<file path="config.mk">
export PLATFORM = sky130hd
export DESIGN_NAME = fe_codec
export DESIGN_NICKNAME = d
export VERILOG_FILES = /design/src/hw/_unused_guard.sv /design/src/hw/codec_pkg.sv /design/src/hw/fe_codec.sv /design/src/hw/sym_buffer.sv
export SDC_FILE = /design/constraint.sdc
export NUM_CORES = 1
export LEC_CHECK = 0
export BUFFER_PORTS_ARGS = -buffer_cell sky130_fd_sc_hd__buf_2
export CORE_MARGIN = 8
export CORE_UTILIZATION = 50
export CTS_CLUSTER_SIZE = 12
export DETAILED_ROUTE_END_ITERATION = 7
export PLACE_DENSITY = 0.71
export SYNTH_ARGS = -nofsm -noshare
export SYNTH_HDL_FRONTEND = slang
export SYNTH_HIERARCHICAL = 1
export SYNTH_SLANG_ARGS = --single-unit
</file>
<file path="constraint.sdc">
create_clock -name clock -period 4.8 [get_ports clock]
set_input_delay 0.24 -clock clock [delete_from_list [all_inputs] [get_ports clock]]
set_output_delay 0.24 -clock clock [all_outputs]
set_load 0.005 [all_outputs]
</file>
<file path="src/hw/_unused_guard.sv">
`timescale 1ns/1ns

</file>
<file path="src/hw/codec_pkg.sv">
// Function
// The MAC holds tx_en high while it drives valid transmit data.
// In MII mode txd, tx_en and tx_er are taken on each rising link clock edge.
// In MII mode every transfer carries one 4-bit nibble at 25MHz.
// In RMII mode transfers are 2-bit dibits at 50MHz, taken on rising edges.
// Each data nibble 0 to F maps onto its fixed 5-bit data code-group.
// Outside a frame, and after the end pair, idle 11111 is sent continuously.
// A rising tx_en sends the start pair 11000 then 10001.
// A falling tx_en sends the end pair 01101 then 00111.
// An asserted tx_er during a frame sends 00100 instead of the data group.
// Clearing the encode enable bypasses the 4B/5B encoder.
// In bypass tx_er becomes the fifth bit beside the four txd bits.
// Bypass is allowed in MII mode only, never in RMII mode.
// On receive, /T/ then /R/ drops carrier; any unpaired /T/ or /R/ flags an error; the code flags them only within a frame and ignores them in RX_IDLE.
// Any invalid code-group received during a frame flags a receive error.
// A received /J/K/ pair is delivered as two 0101 nibbles.
// The start pair replaces the first two preamble nibbles, keeping frame length.
package codec_pkg;

  localparam logic [4:0] GROUP_IDLE = 5'h1f;
  localparam logic [4:0] GROUP_J    = 5'h18;
  localparam logic [4:0] GROUP_K    = 5'h11;
  localparam logic [4:0] GROUP_T    = 5'h0d;
  localparam logic [4:0] GROUP_R    = 5'h07;
  localparam logic [4:0] GROUP_H    = 5'h04;
  localparam logic [3:0] NIBBLE_SSD = 4'h5;
  localparam logic [3:0] NIBBLE_BAD_SSD = 4'he;

  localparam logic [4:0] DATA_GROUP [16] = '{
    5'h1e, 5'h09, 5'h14, 5'h15, 5'h0a, 5'h0b, 5'h0e, 5'h0f,
    5'h12, 5'h13, 5'h16, 5'h17, 5'h1a, 5'h1b, 5'h1c, 5'h1d
  };

  typedef enum logic [1:0] {TX_IDLE, TX_SSD_K, TX_DATA, TX_ESD_R} tx_state_t;
  typedef enum logic [1:0] {RX_IDLE, RX_SSD_K, RX_DATA, RX_ESD_R} rx_state_t;

  // Returns the data flag in bit 4 and the nibble below it.
  function automatic logic [4:0] decode_group(input logic [4:0] group);
    logic [4:0] result;
    result = 5'h00;
    for (int i = 0; i < 16; i++)
    begin
      if (DATA_GROUP[i] == group)
      begin
        result = {1'b1, 4'(i)};
      end
    end
    return result;
  endfunction

endpackage

</file>
<file path="src/hw/fe_codec.sv">
`timescale 1ns/1ns
module fe_codec
  import codec_pkg::*;
(
  input  wire logic       clock,
  input  wire logic       resetn,
  input  wire logic       link_clk,
  input  wire logic       rmii_mode,
  input  wire logic       encode_en,
  input  wire logic [3:0] txd,
  input  wire logic       tx_en,
  input  wire logic       tx_er,
  output logic      [4:0] sym_out,
  output logic            sym_valid,
  input  wire logic       sym_ready,
  output logic            tx_stall_q,
  input  wire logic [4:0] rx_group,
  input  wire logic       rx_group_valid,
  output logic      [3:0] rxd_q,
  output logic            rxd_valid_q,
  output logic            rx_dv_q,
  output logic            rx_er_q,
  output logic            crs_q
);

  // Link inputs are asynchronous to clock and pass two flops before use.
  logic [8:0] meta_q;
  logic [8:0] sync_q;
  logic       link_prev_q;
  logic       phase_q;
  logic       phase_d;
  logic [1:0] low_dibit_q;
  logic [1:0] low_dibit_d;
  tx_state_t  tx_state_q;
  tx_state_t  tx_state_d;
  logic       link_s;
  logic       rmii_s;
  logic       coding;
  logic       en_s;
  logic       er_s;
  logic [3:0] txd_s;
  logic       link_rise;
  logic       nib_evt;
  logic [3:0] nibble;
  logic [4:0] push_data;
  logic       buf_ready;

  assign link_s = sync_q[8];
  assign rmii_s = sync_q[7];
  assign er_s   = sync_q[5];
  assign txd_s  = sync_q[4:1];
  assign en_s   = sync_q[0];
  assign link_rise = link_s && !link_prev_q;
  assign coding    = sync_q[6] || rmii_s;

  always_comb
  begin
    phase_d     = phase_q;
    low_dibit_d = low_dibit_q;
    nib_evt     = 1'b0;
    nibble      = txd_s;
    tx_state_d  = tx_state_q;
    push_data   = GROUP_IDLE;
    if (link_rise)
    begin
      if (!rmii_s)
      begin
        nib_evt = 1'b1;
      end
      else if (!phase_q)
      begin
        // Outside a frame every edge carries a slot, so idle, T and R keep flowing.
        low_dibit_d = txd_s[1:0];
        phase_d     = en_s;
        nib_evt     = !en_s;
      end
      else
      begin
        nib_evt = 1'b1;
        nibble  = {txd_s[1:0], low_dibit_q};
        phase_d = 1'b0;
      end
    end
    if (!coding)
    begin
      push_data  = {er_s, nibble};
      tx_state_d = TX_IDLE;
    end
    else
    begin
      case (tx_state_q)
        TX_IDLE:
        begin
          if (en_s)
          begin
            push_data = GROUP_J;
            if (nib_evt)
            begin
              tx_state_d = TX_SSD_K;
            end
          end
          else
          begin
            push_data = GROUP_IDLE;
          end
        end
        TX_SSD_K:
        begin
          push_data = GROUP_K;
          if (nib_evt)
          begin
            tx_state_d = TX_DATA;
          end
        end
        TX_DATA:
        begin
          if (!en_s)
          begin
            push_data = GROUP_T;
            if (nib_evt)
            begin
              tx_state_d = TX_ESD_R;
            end
          end
          else if (er_s)
          begin
            push_data = GROUP_H;
          end
          else
          begin
            push_data = DATA_GROUP[nibble];
          end
        end
        default:
        begin
          push_data = GROUP_R;
          if (nib_evt)
          begin
            tx_state_d = TX_IDLE;
          end
        end
      endcase
    end
  end

  always_ff @(posedge clock or negedge resetn)
  begin
    if (!resetn)
    begin
      meta_q      <= 9'h000;
      sync_q      <= 9'h000;
      link_prev_q <= 1'b0;
      phase_q     <= 1'b0;
      low_dibit_q <= 2'h0;
      tx_state_q  <= TX_IDLE;
      tx_stall_q  <= 1'b0;
    end
    else
    begin
      meta_q      <= {link_clk, rmii_mode, encode_en, tx_er, txd, tx_en};
      sync_q      <= meta_q;
      link_prev_q <= link_s;
      phase_q     <= phase_d;
      low_dibit_q <= low_dibit_d;
      tx_state_q  <= tx_state_d;
      tx_stall_q  <= !buf_ready;
    end
  end

  // The line side may pause briefly; two entries cover one stalled symbol slot.
  sym_buffer #(
    .WIDTH (5),
    .DEPTH (2)
  ) u_buffer (
    .clock     (clock),
    .resetn    (resetn),
    .in_data   (push_data),
    .in_valid  (nib_evt),
    .in_ready  (buf_ready),
    .out_data  (sym_out),
    .out_valid (sym_valid),
    .out_ready (sym_ready)
  );

  // Receive checker: groups arrive aligned, at most one every second cycle.
  rx_state_t  rx_state_q;
  rx_state_t  rx_state_d;
  logic [4:0] dec;
  logic       pend_q;
  logic       pend_d;
  logic [3:0] rxd_d;
  logic       rxd_valid_d;
  logic       rx_dv_d;
  logic       rx_er_d;
  logic       crs_d;

  assign dec = decode_group(rx_group);

  always_comb
  begin
    rx_state_d  = rx_state_q;
    pend_d      = 1'b0;
    rxd_d       = rxd_q;
    rxd_valid_d = 1'b0;
    rx_dv_d     = rx_dv_q;
    rx_er_d     = 1'b0;
    crs_d       = crs_q;
    if (pend_q)
    begin
      rxd_d       = NIBBLE_SSD;
      rxd_valid_d = 1'b1;
    end
    else if (rx_group_valid)
    begin
      case (rx_state_q)
        RX_IDLE:
        begin
          if (rx_group == GROUP_J)
          begin
            rx_state_d = RX_SSD_K;
            crs_d      = 1'b1;
          end
        end
        RX_SSD_K:
        begin
          rxd_valid_d = 1'b1;
          if (rx_group == GROUP_K)
          begin
            rxd_d      = NIBBLE_SSD;
            rx_dv_d    = 1'b1;
            pend_d     = 1'b1;
            rx_state_d = RX_DATA;
          end
          else
          begin
            rxd_d      = NIBBLE_BAD_SSD;
            rx_er_d    = 1'b1;
            crs_d      = 1'b0;
            rx_state_d = RX_IDLE;
          end
        end
        RX_DATA:
        begin
          if (dec[4])
          begin
            rxd_d       = dec[3:0];
            rxd_valid_d = 1'b1;
          end
          else if (rx_group == GROUP_T)
          begin
            rx_state_d = RX_ESD_R;
          end
          else
          begin
            rx_er_d = 1'b1;
          end
        end
        default:
        begin
          if (rx_group == GROUP_R)
          begin
            rx_dv_d    = 1'b0;
            crs_d      = 1'b0;
            rx_state_d = RX_IDLE;
          end
          else
          begin
            rx_er_d    = 1'b1;
            rx_state_d = RX_DATA;
          end
        end
      endcase
    end
  end

  always_ff @(posedge clock or negedge resetn)
  begin
    if (!resetn)
    begin
      rx_state_q  <= RX_IDLE;
      pend_q      <= 1'b0;
      rxd_q       <= 4'h0;
      rxd_valid_q <= 1'b0;
      rx_dv_q     <= 1'b0;
      rx_er_q     <= 1'b0;
      crs_q       <= 1'b0;
    end
    else
    begin
      rx_state_q  <= rx_state_d;
      pend_q      <= pend_d;
      rxd_q       <= rxd_d;
      rxd_valid_q <= rxd_valid_d;
      rx_dv_q     <= rx_dv_d;
      rx_er_q     <= rx_er_d;
      crs_q       <= crs_d;
    end
  end
endmodule

</file>
<file path="src/hw/sym_buffer.sv">
`timescale 1ns/1ns
module sym_buffer
  import codec_pkg::*;
#(
  parameter int WIDTH = 5,
  parameter int DEPTH = 2
)(
  input  wire logic             clock,
  input  wire logic             resetn,
  input  wire logic [WIDTH-1:0] in_data,
  input  wire logic             in_valid,
  output logic                  in_ready,
  output logic      [WIDTH-1:0] out_data,
  output logic                  out_valid,
  input  wire logic             out_ready
);

  if (DEPTH != 2)
  begin : g_depth_check
    $error("sym_buffer holds exactly two entries");
  end

  logic [WIDTH-1:0] head_q;
  logic [WIDTH-1:0] head_d;
  logic [WIDTH-1:0] tail_q;
  logic [WIDTH-1:0] tail_d;
  logic             head_v_q;
  logic             head_v_d;
  logic             tail_v_q;
  logic             tail_v_d;

  assign in_ready  = !tail_v_q;
  assign out_data  = head_q;
  assign out_valid = head_v_q;

  // The head always drives the output, so a pop only shifts the tail forward.
  always_comb
  begin
    head_d   = head_q;
    tail_d   = tail_q;
    head_v_d = head_v_q;
    tail_v_d = tail_v_q;
    if (head_v_q && out_ready)
    begin
      head_d   = tail_q;
      head_v_d = tail_v_q;
      tail_v_d = 1'b0;
    end
    if (in_valid && !tail_v_q)
    begin
      if (!head_v_d)
      begin
        head_d   = in_data;
        head_v_d = 1'b1;
      end
      else
      begin
        tail_d   = in_data;
        tail_v_d = 1'b1;
      end
    end
  end

  always_ff @(posedge clock or negedge resetn)
  begin
    if (!resetn)
    begin
      head_q   <= '0;
      tail_q   <= '0;
      head_v_q <= 1'b0;
      tail_v_q <= 1'b0;
    end
    else
    begin
      head_q   <= head_d;
      tail_q   <= tail_d;
      head_v_q <= head_v_d;
      tail_v_q <= tail_v_d;
    end
  end

endmodule

</file>
== Yosys cells after proc, flatten, opt, wreduce, memory -nomap -nowiden ==
Memories as Yosys holds them, arrays and structs flattened.
Index checks and enable logic that the tools add are counted.
Word-level totals
  register bits after elaboration: 48
  ROM bits: 80
  input port bits: 18
  output and inout bits: 15
  logic and storage cells: 158
  memories kept: 1
Memory list
  (name not given): words 16, bits a word 5, read ports 1, clocked after memory_dff 0, wr ports 0, line fe_codec.sv:131  | push_data = DATA_GROUP[nibble];
Cells by class
  $lt $le $gt $ge: 1
  equality and inequality tests: 33
  mux-type cells: 78
  bitwise gates (word level): 5
  reduce and logical (&&, ||, !) cells: 22
Operator list (count)
  $mux 5: 24
  $eq 5x5->1 const A: 11
  $mux 4: 7
  $mux 1: 26
  $eq 4x5->1 const A: 5
  $mux 2: 12
  $pmux 5 s3: 1
  $pmux 2 s3: 2
  $eq 5x5->1 const B: 2
  $ne 2x2->1 const B: 5
  $reduce_and 5->1: 2
  $ne 3x3->1 const B: 3
  $reduce_and 3->1: 3
  $pmux 4 s2: 1
  $pmux 1 s3: 2
  $reduce_and 6->1: 1
  $reduce_bool 3->1: 2
  $eq 5x3->1 const B: 1
  $eq 5x4->1 const B: 1
  $ge 5x5->1 const B: 1
  $not 4->5: 1
  $eq 2x1->1 const B: 2
  $eq 2x2->1 const B: 2
  $logic_not 2->1: 2
  10 further kinds: 20

== Longest topological paths before layout ==
  depth after elaboration: 21
  depth in mapped cells: 7
  mapped depth without buffers: 7

== Cells and area by module ==
The synthesis kept the hierarchy.
By module, submodules not included
  fe_codec: times used 1, cells each 195, area each 1949.4 um2
  sym_buffer: times used 1, cells each 38, area each 580.6 um2

== Worst setup path before layout ==
No wires, ideal clock.
  kind: register to register
  start: register tx_state_q[0]
  end: register u_buffer.head_q[0], in the netlist u_buffer/out_data[0]
  setup time: 125 ps
  arrival: 1644 ps
  slack: 3031 ps
  cell stages (with the launch flop): 8
  path buffers: 0
  path through: dfrtp_1 inv_1 ha_1 nor2b_1 or4_1 o32ai_1 nor2b_1 mux2_4
Between the ends
  word-level cells in the longest chain between the ends: 5
  elaborated cells on any way between the ends: 7
  those cells by class: eq/ne (2); mux (4); reduce/logical (1)
Ends and longest elaborated chain
  start, declared: line fe_codec.sv:34  | tx_state_t tx_state_q;
  start signal, assigned: line fe_codec.sv:165  | tx_state_q <= tx_state_d;
  $eq 2x2->1, or another cell as far along: line fe_codec.sv:91  | case (tx_state_q)
  $pmux 5 s3 *: line fe_codec.sv:91
  $mux 5 *: line fe_codec.sv:84  | if (!coding)
  via push_data[0]: line fe_codec.sv:45  | logic [4:0] push_data;
  $mux 5 *: line sym_buffer.sv:51  | if (!head_v_d)
  $mux 5 *: line sym_buffer.sv:49  | if (in_valid && !tail_v_q)
  via u_buffer.head_d[0]: line sym_buffer.sv:24  | logic [WIDTH-1:0] head_d;
  end signal, assigned: line sym_buffer.sv:68  | head_q <= '0;
  end signal, assigned: line sym_buffer.sv:75  | head_q <= head_d;
  end, declared: line sym_buffer.sv:23  | logic [WIDTH-1:0] head_q;
The timed path passes the listed nets; every way through them passes the cells marked *.
A chain may end at the register's enable or synchronous reset.

== Worst setup path in the final report ==
  start: register link_prev_q
  end: register u_buffer.tail_q[1]
Between the ends
  word-level cells in the longest chain between the ends: 11
  elaborated cells on any way between the ends: 14
  those cells by class: mux (8); bitwise (1); reduce/logical (4); memory (1)
Ends and longest elaborated chain
  start, declared: line fe_codec.sv:29  | logic link_prev_q;
  start signal, assigned: line fe_codec.sv:162  | link_prev_q <= link_s;
  $logic_not 1->1 *: line fe_codec.sv:53  | assign link_rise = link_s && !link_prev_q;
  $logic_and 1x1->1 *: line fe_codec.sv:53
  $mux 4 *: line fe_codec.sv:64  | if (link_rise)
  $not 4->5 (not written as such): line fe_codec.sv:131
  $mem_v2 16x5
  $mux 5 (not written as such) (2 in series): line fe_codec.sv:131
  $mux 5: line fe_codec.sv:125  | else if (er_s)
  $mux 5: line fe_codec.sv:117  | if (!en_s)
  $pmux 5 s3: line fe_codec.sv:91
  $mux 5 *: line fe_codec.sv:84
  via push_data[1]: line fe_codec.sv:45
  end signal, assigned: line sym_buffer.sv:76  | tail_q <= tail_d;
  end, declared: line sym_buffer.sv:25  | logic [WIDTH-1:0] tail_q;
The timed path passes the listed nets; every way through them passes the cells marked *. The select of a mux whose other input is x is not followed.

==> impl_metrics.tcl <==
set metrics [dict create \
    status "finished, final reports clean" \
    post_cts_setup_bufs 0 \
    peakVddDrop_mv 0.217 \
    post_drt_via_cell_ratio 5.40 \
    die_outline_area_um2 7590 \
    portBuffers 32 \
    synth_fa_ha_area_share_pct 3.96 \
    ant_nets 0 \
    area.growth.synth_to_final_pct 12.1 \
    timing.critical_path.cells "nand4b_1 -> or4_1 -> o2111ai_1 -> a22oi_1 -> mux2_2" \
    area_of_the_mapped_netlist_um2 2530 \
    synth.mux.area_fraction_pct 11.1 \
    post_cts_resized 0 \
    seqPwrFrac_pct 44.6 \
    synth_enable_flop_cells 0 \
    length_of_the_first_detailed_routing_pass_in_iterations 4 \
    drive_above_1_share_pct 24.9 \
    numClockSinks 48 \
    cts_tree "yes" \
    routed_wirelength_um 4880 \
    root_buffer "sky130_fd_sc_hd__clkbuf_8" \
    post_dp_cell_area_um2 2720 \
    drv.max_cap_violation_count 0 \
    total_power_mw 1.26 \
    wl_per_cell_um 14.6 \
    power.static_leakage_nw 1.33 \
    powerDensity_nw_per_um2 443 \
    final_min_period_over_clock_period_pct 42.8 \
    slew_of_the_pin_with_the_lowest_slew_margin_ns 1.05 \
    pin_count_of_the_biggest_net_entering_global_routing 49 \
    final_max_slew_viol_count 0 \
    syn_avg_cell_area_um2 10.9 \
    critical_path.max_stage_delay_ns 0.60 \
    vias 1809 \
    stdcell_area_um2 2840 \
    core.rowCount 26 \
    internal_power_mw 0.873 \
    fillers 450 \
    die_height_um 87.1 \
    wire_length_of_the_first_global_routing_pass_um 8180 \
    aggregate_negative_setup_slack_ns 0 \
    post_synth_inst_count 233 \
    setup_violations 0 \
    antenna_found_initial 0 \
    detailedPlacementHpwl_um 3540 \
    path_clk_slew_ns 0.09 \
    io_pins 33 \
    die_width_um 87.1 \
    via_count_of_the_first_global_routing_pass 1768 \
    postSynthRegisterBits 48 \
    relative_contribution_of_the_clock_network_to_total_power_pct 23.5 \
    postCtsHoldBufs 0 \
    yosys.cell_types.count 63 \
    crit_fanout 11 \
    synth_seq_area_share_pct 47.5 \
    rsz0062_at_grt "no" \
    worst_ep_arrival_time_ns 2.25 \
    kind_of_launch_point_of_the_worst_setup_path "register" \
    final_period_minus_worst_setup_slack_ns 2.06 \
    min_path_cells 1 \
    power_switching_share_pct 30.5 \
    part_of_the_total_power_dissipated_in_combinational_logic_pct 31.8 \
    initial_utilization_pct 50.5 \
    gr-usage-all-layers_pct 13.6 \
    hold_viol_final 0 \
    reg2regPathDepth 5 \
    synth_compound_gate_area_share_pct 14.4 \
    synth-main-ff-cell "sky130_fd_sc_hd__dfrtp_1" \
    yosys.area_share.simple_pct 17.2 \
    clock_latency_ns 0.30 \
    cts_inserted_buffers 5 \
    fmax_achieved_ghz 0.486 \
    power.switching_mw 0.384 \
    finalWeightedCongestion 0.909 \
    hold_path_class "in -> reg" \
    clock_tree.htree_level_count 2 \
    number_of_warnings_reported_in_the_yosys_synthesis_log 6 \
    postSynth.asyncResetShare_pct 100 \
    synth_net_count 259 \
    max-clock-path-buffers 2 \
    drcViolationCount 0 \
    crit_slowest_cell "sky130_fd_sc_hd__or4_1" \
    setup.worst_path.end_class "register" \
    layout.nets 290 \
    design.core.area_um2 5010 \
    antenna_cells_inserted 0 \
    setup.worst_path.class "reg -> reg" \
    max-slew-margin-rel_pct 30.0 \
    globalRouteOverflowTotal 0 \
    largest_family_of_logic_cells_by_synthesized_area "simple AND/OR/NAND/NOR gates" \
    worst_case_clock_skew_ns 0.00928 \
    dr.first_iter.drc_count 192 \
    critPathRequiredTime_ns 4.99 \
    synth_xor_area_share_pct 1.38 \
]
## path summary, 6_finish.rpt
kind                                             from                        endpoint  slack [ns]
worst max-delay path            link_prev_q$_DFF_PN0_  u_buffer/tail_q[1]$_DFFE_PN0P_        2.74
worst min-delay path                        encode_en             meta_q[6]$_DFF_PN0_        0.04
worst max register to register  link_prev_q$_DFF_PN0_  u_buffer/tail_q[1]$_DFFE_PN0P_        2.74
worst min register to register    meta_q[8]$_DFF_PN0_             sync_q[8]$_DFF_PN0_        0.35
max in group asynchronous                      resetn             sync_q[3]$_DFF_PN0_        4.03
min in group asynchronous                      resetn             meta_q[6]$_DFF_PN0_        0.13
## layout by cell type (no fill, tap or decap), types with 3 or more instances in the layout
cell	instances
sky130_fd_sc_hd__nor2b_1	5
sky130_fd_sc_hd__o21ai_0	10
sky130_fd_sc_hd__nand2b_1	3
sky130_fd_sc_hd__mux2i_1	4
sky130_fd_sc_hd__clkbuf_8	5
sky130_fd_sc_hd__nand2_1	15
sky130_fd_sc_hd__or4_1	3
sky130_fd_sc_hd__mux2_4	10
sky130_fd_sc_hd__a21oi_1	11
sky130_fd_sc_hd__buf_2	32
sky130_fd_sc_hd__ha_1	8
sky130_fd_sc_hd__nor3_1	4
sky130_fd_sc_hd__a211oi_1	3
sky130_fd_sc_hd__nand3_1	4
sky130_fd_sc_hd__inv_1	15
sky130_fd_sc_hd__nand4b_1	3
sky130_fd_sc_hd__nor2_1	17
sky130_fd_sc_hd__dfrtp_1	48
sky130_fd_sc_hd__xnor2_1	4
sky130_fd_sc_hd__mux2_2	8
## cell usage after synthesis, drive strengths merged (2+ instances only)
cell      n  area share, %
nand2b    4            1.1
and2      3           0.79
a221oi    2           0.69
o2111ai   2           0.69
nand3     5            1.2
o22ai     2           0.49
buf       7            2.1
inv      15            2.2
a41oi     2           0.69
o21bai    2           0.59
nand4b    3            1.0
nor2     18            3.0
nor3      4           0.79
a22oi     2           0.59
xnor2     4            1.4
nand2    16            2.7
mux2     18            9.5
or2       2           0.49
or4       3           0.89
mux2i     4            1.6
nor2b     5            1.2
dfrtp    48             47
o21a      2           0.59
ha        8            4.0
a21oi    11            2.2
o21ai    10            2.0
and3      2           0.49
a211oi    3           0.89
nand4     2           0.49
## per-layer routing
metal	vias up	track usage [%]	share of wire [%]	wire [µm]
met3	6	3.40	4.8	233
li1	903	-	-	-
met5	-	0	0	0
met2	48	21.5	47	2270
met4	0	5.16	1.6	78
met1	852	17.3	47	2300
## worst max-delay path: cells and delay by family, from the launching register on
family | cells | cell delay [ns]
and+or+nand+nor | 2 | 1.06
DFF | 1 | 0.38
muxes | 1 | 0.30
AOI/OAI and AO/OA | 2 | 0.21
## sequential cells by signal (all words and copies together) (netlist names), 2 cells and up
register,count
low_dibit_q,2
meta_q,9
rx_state_q,2
rxd_q,4
sync_q,9
tx_state_q,2
u_buffer/out_data,5
u_buffer/tail_q,5
## power by group through the flow
stage,registers (mW),clock network [mW],logic (mW)
global placement,0.566,0,0.397
global route,0.577,0.323,0.446
finish,0.561,0.296,0.400
floorplan,0.564,0,0.285
detailed placement,0.570,0,0.403
CTS,0.562,0.305,0.405
## per-stage QoR
step | setup WS (ns) | cells | hold WS, ns | util (%)
3_5_place_dp | 2.77 | 327 | 0.335 | 54.3
4_1_cts | 2.76 | 335 | 0.0313 | 56.6
6_report | 2.74 | 335 | 0.0410 | 56.6
2_1_floorplan | 3.03 | 233 | -0.0556 | -
3_3_place_gp | 2.80 | 327 | 0.332 | 54.3
5_1_grt | 2.61 | 335 | 0.0197 | 56.6
## logic make-up (layout without fill, tap and decap cells)
kind of cell / count (synthesis) / in the layout
multiplexers: 22 / 22
flip-flops: 48 / 48
AND/OR/NAND/NOR: 76 / 76
buffers and inverters: 23 / 55
adder cells (fa/ha/maj): 8 / 8
AO/OA/AOI/OAI: 52 / 52
XOR/XNOR: 4 / 4
## cell type report
type                       count  area, µm²  share of cell area [%]
clock buffer                   5       68.8                    2.43
multi-input combinational    162       1210                    42.9
sequential                    48       1200                    42.4
clock inverter                 3       46.3                    1.63
inverter                      15       56.3                    1.99
tap                           70       87.6                    3.09
timing repair buffer          32        160                    5.65
Note: power is estimated with default switching activity, not from simulation.
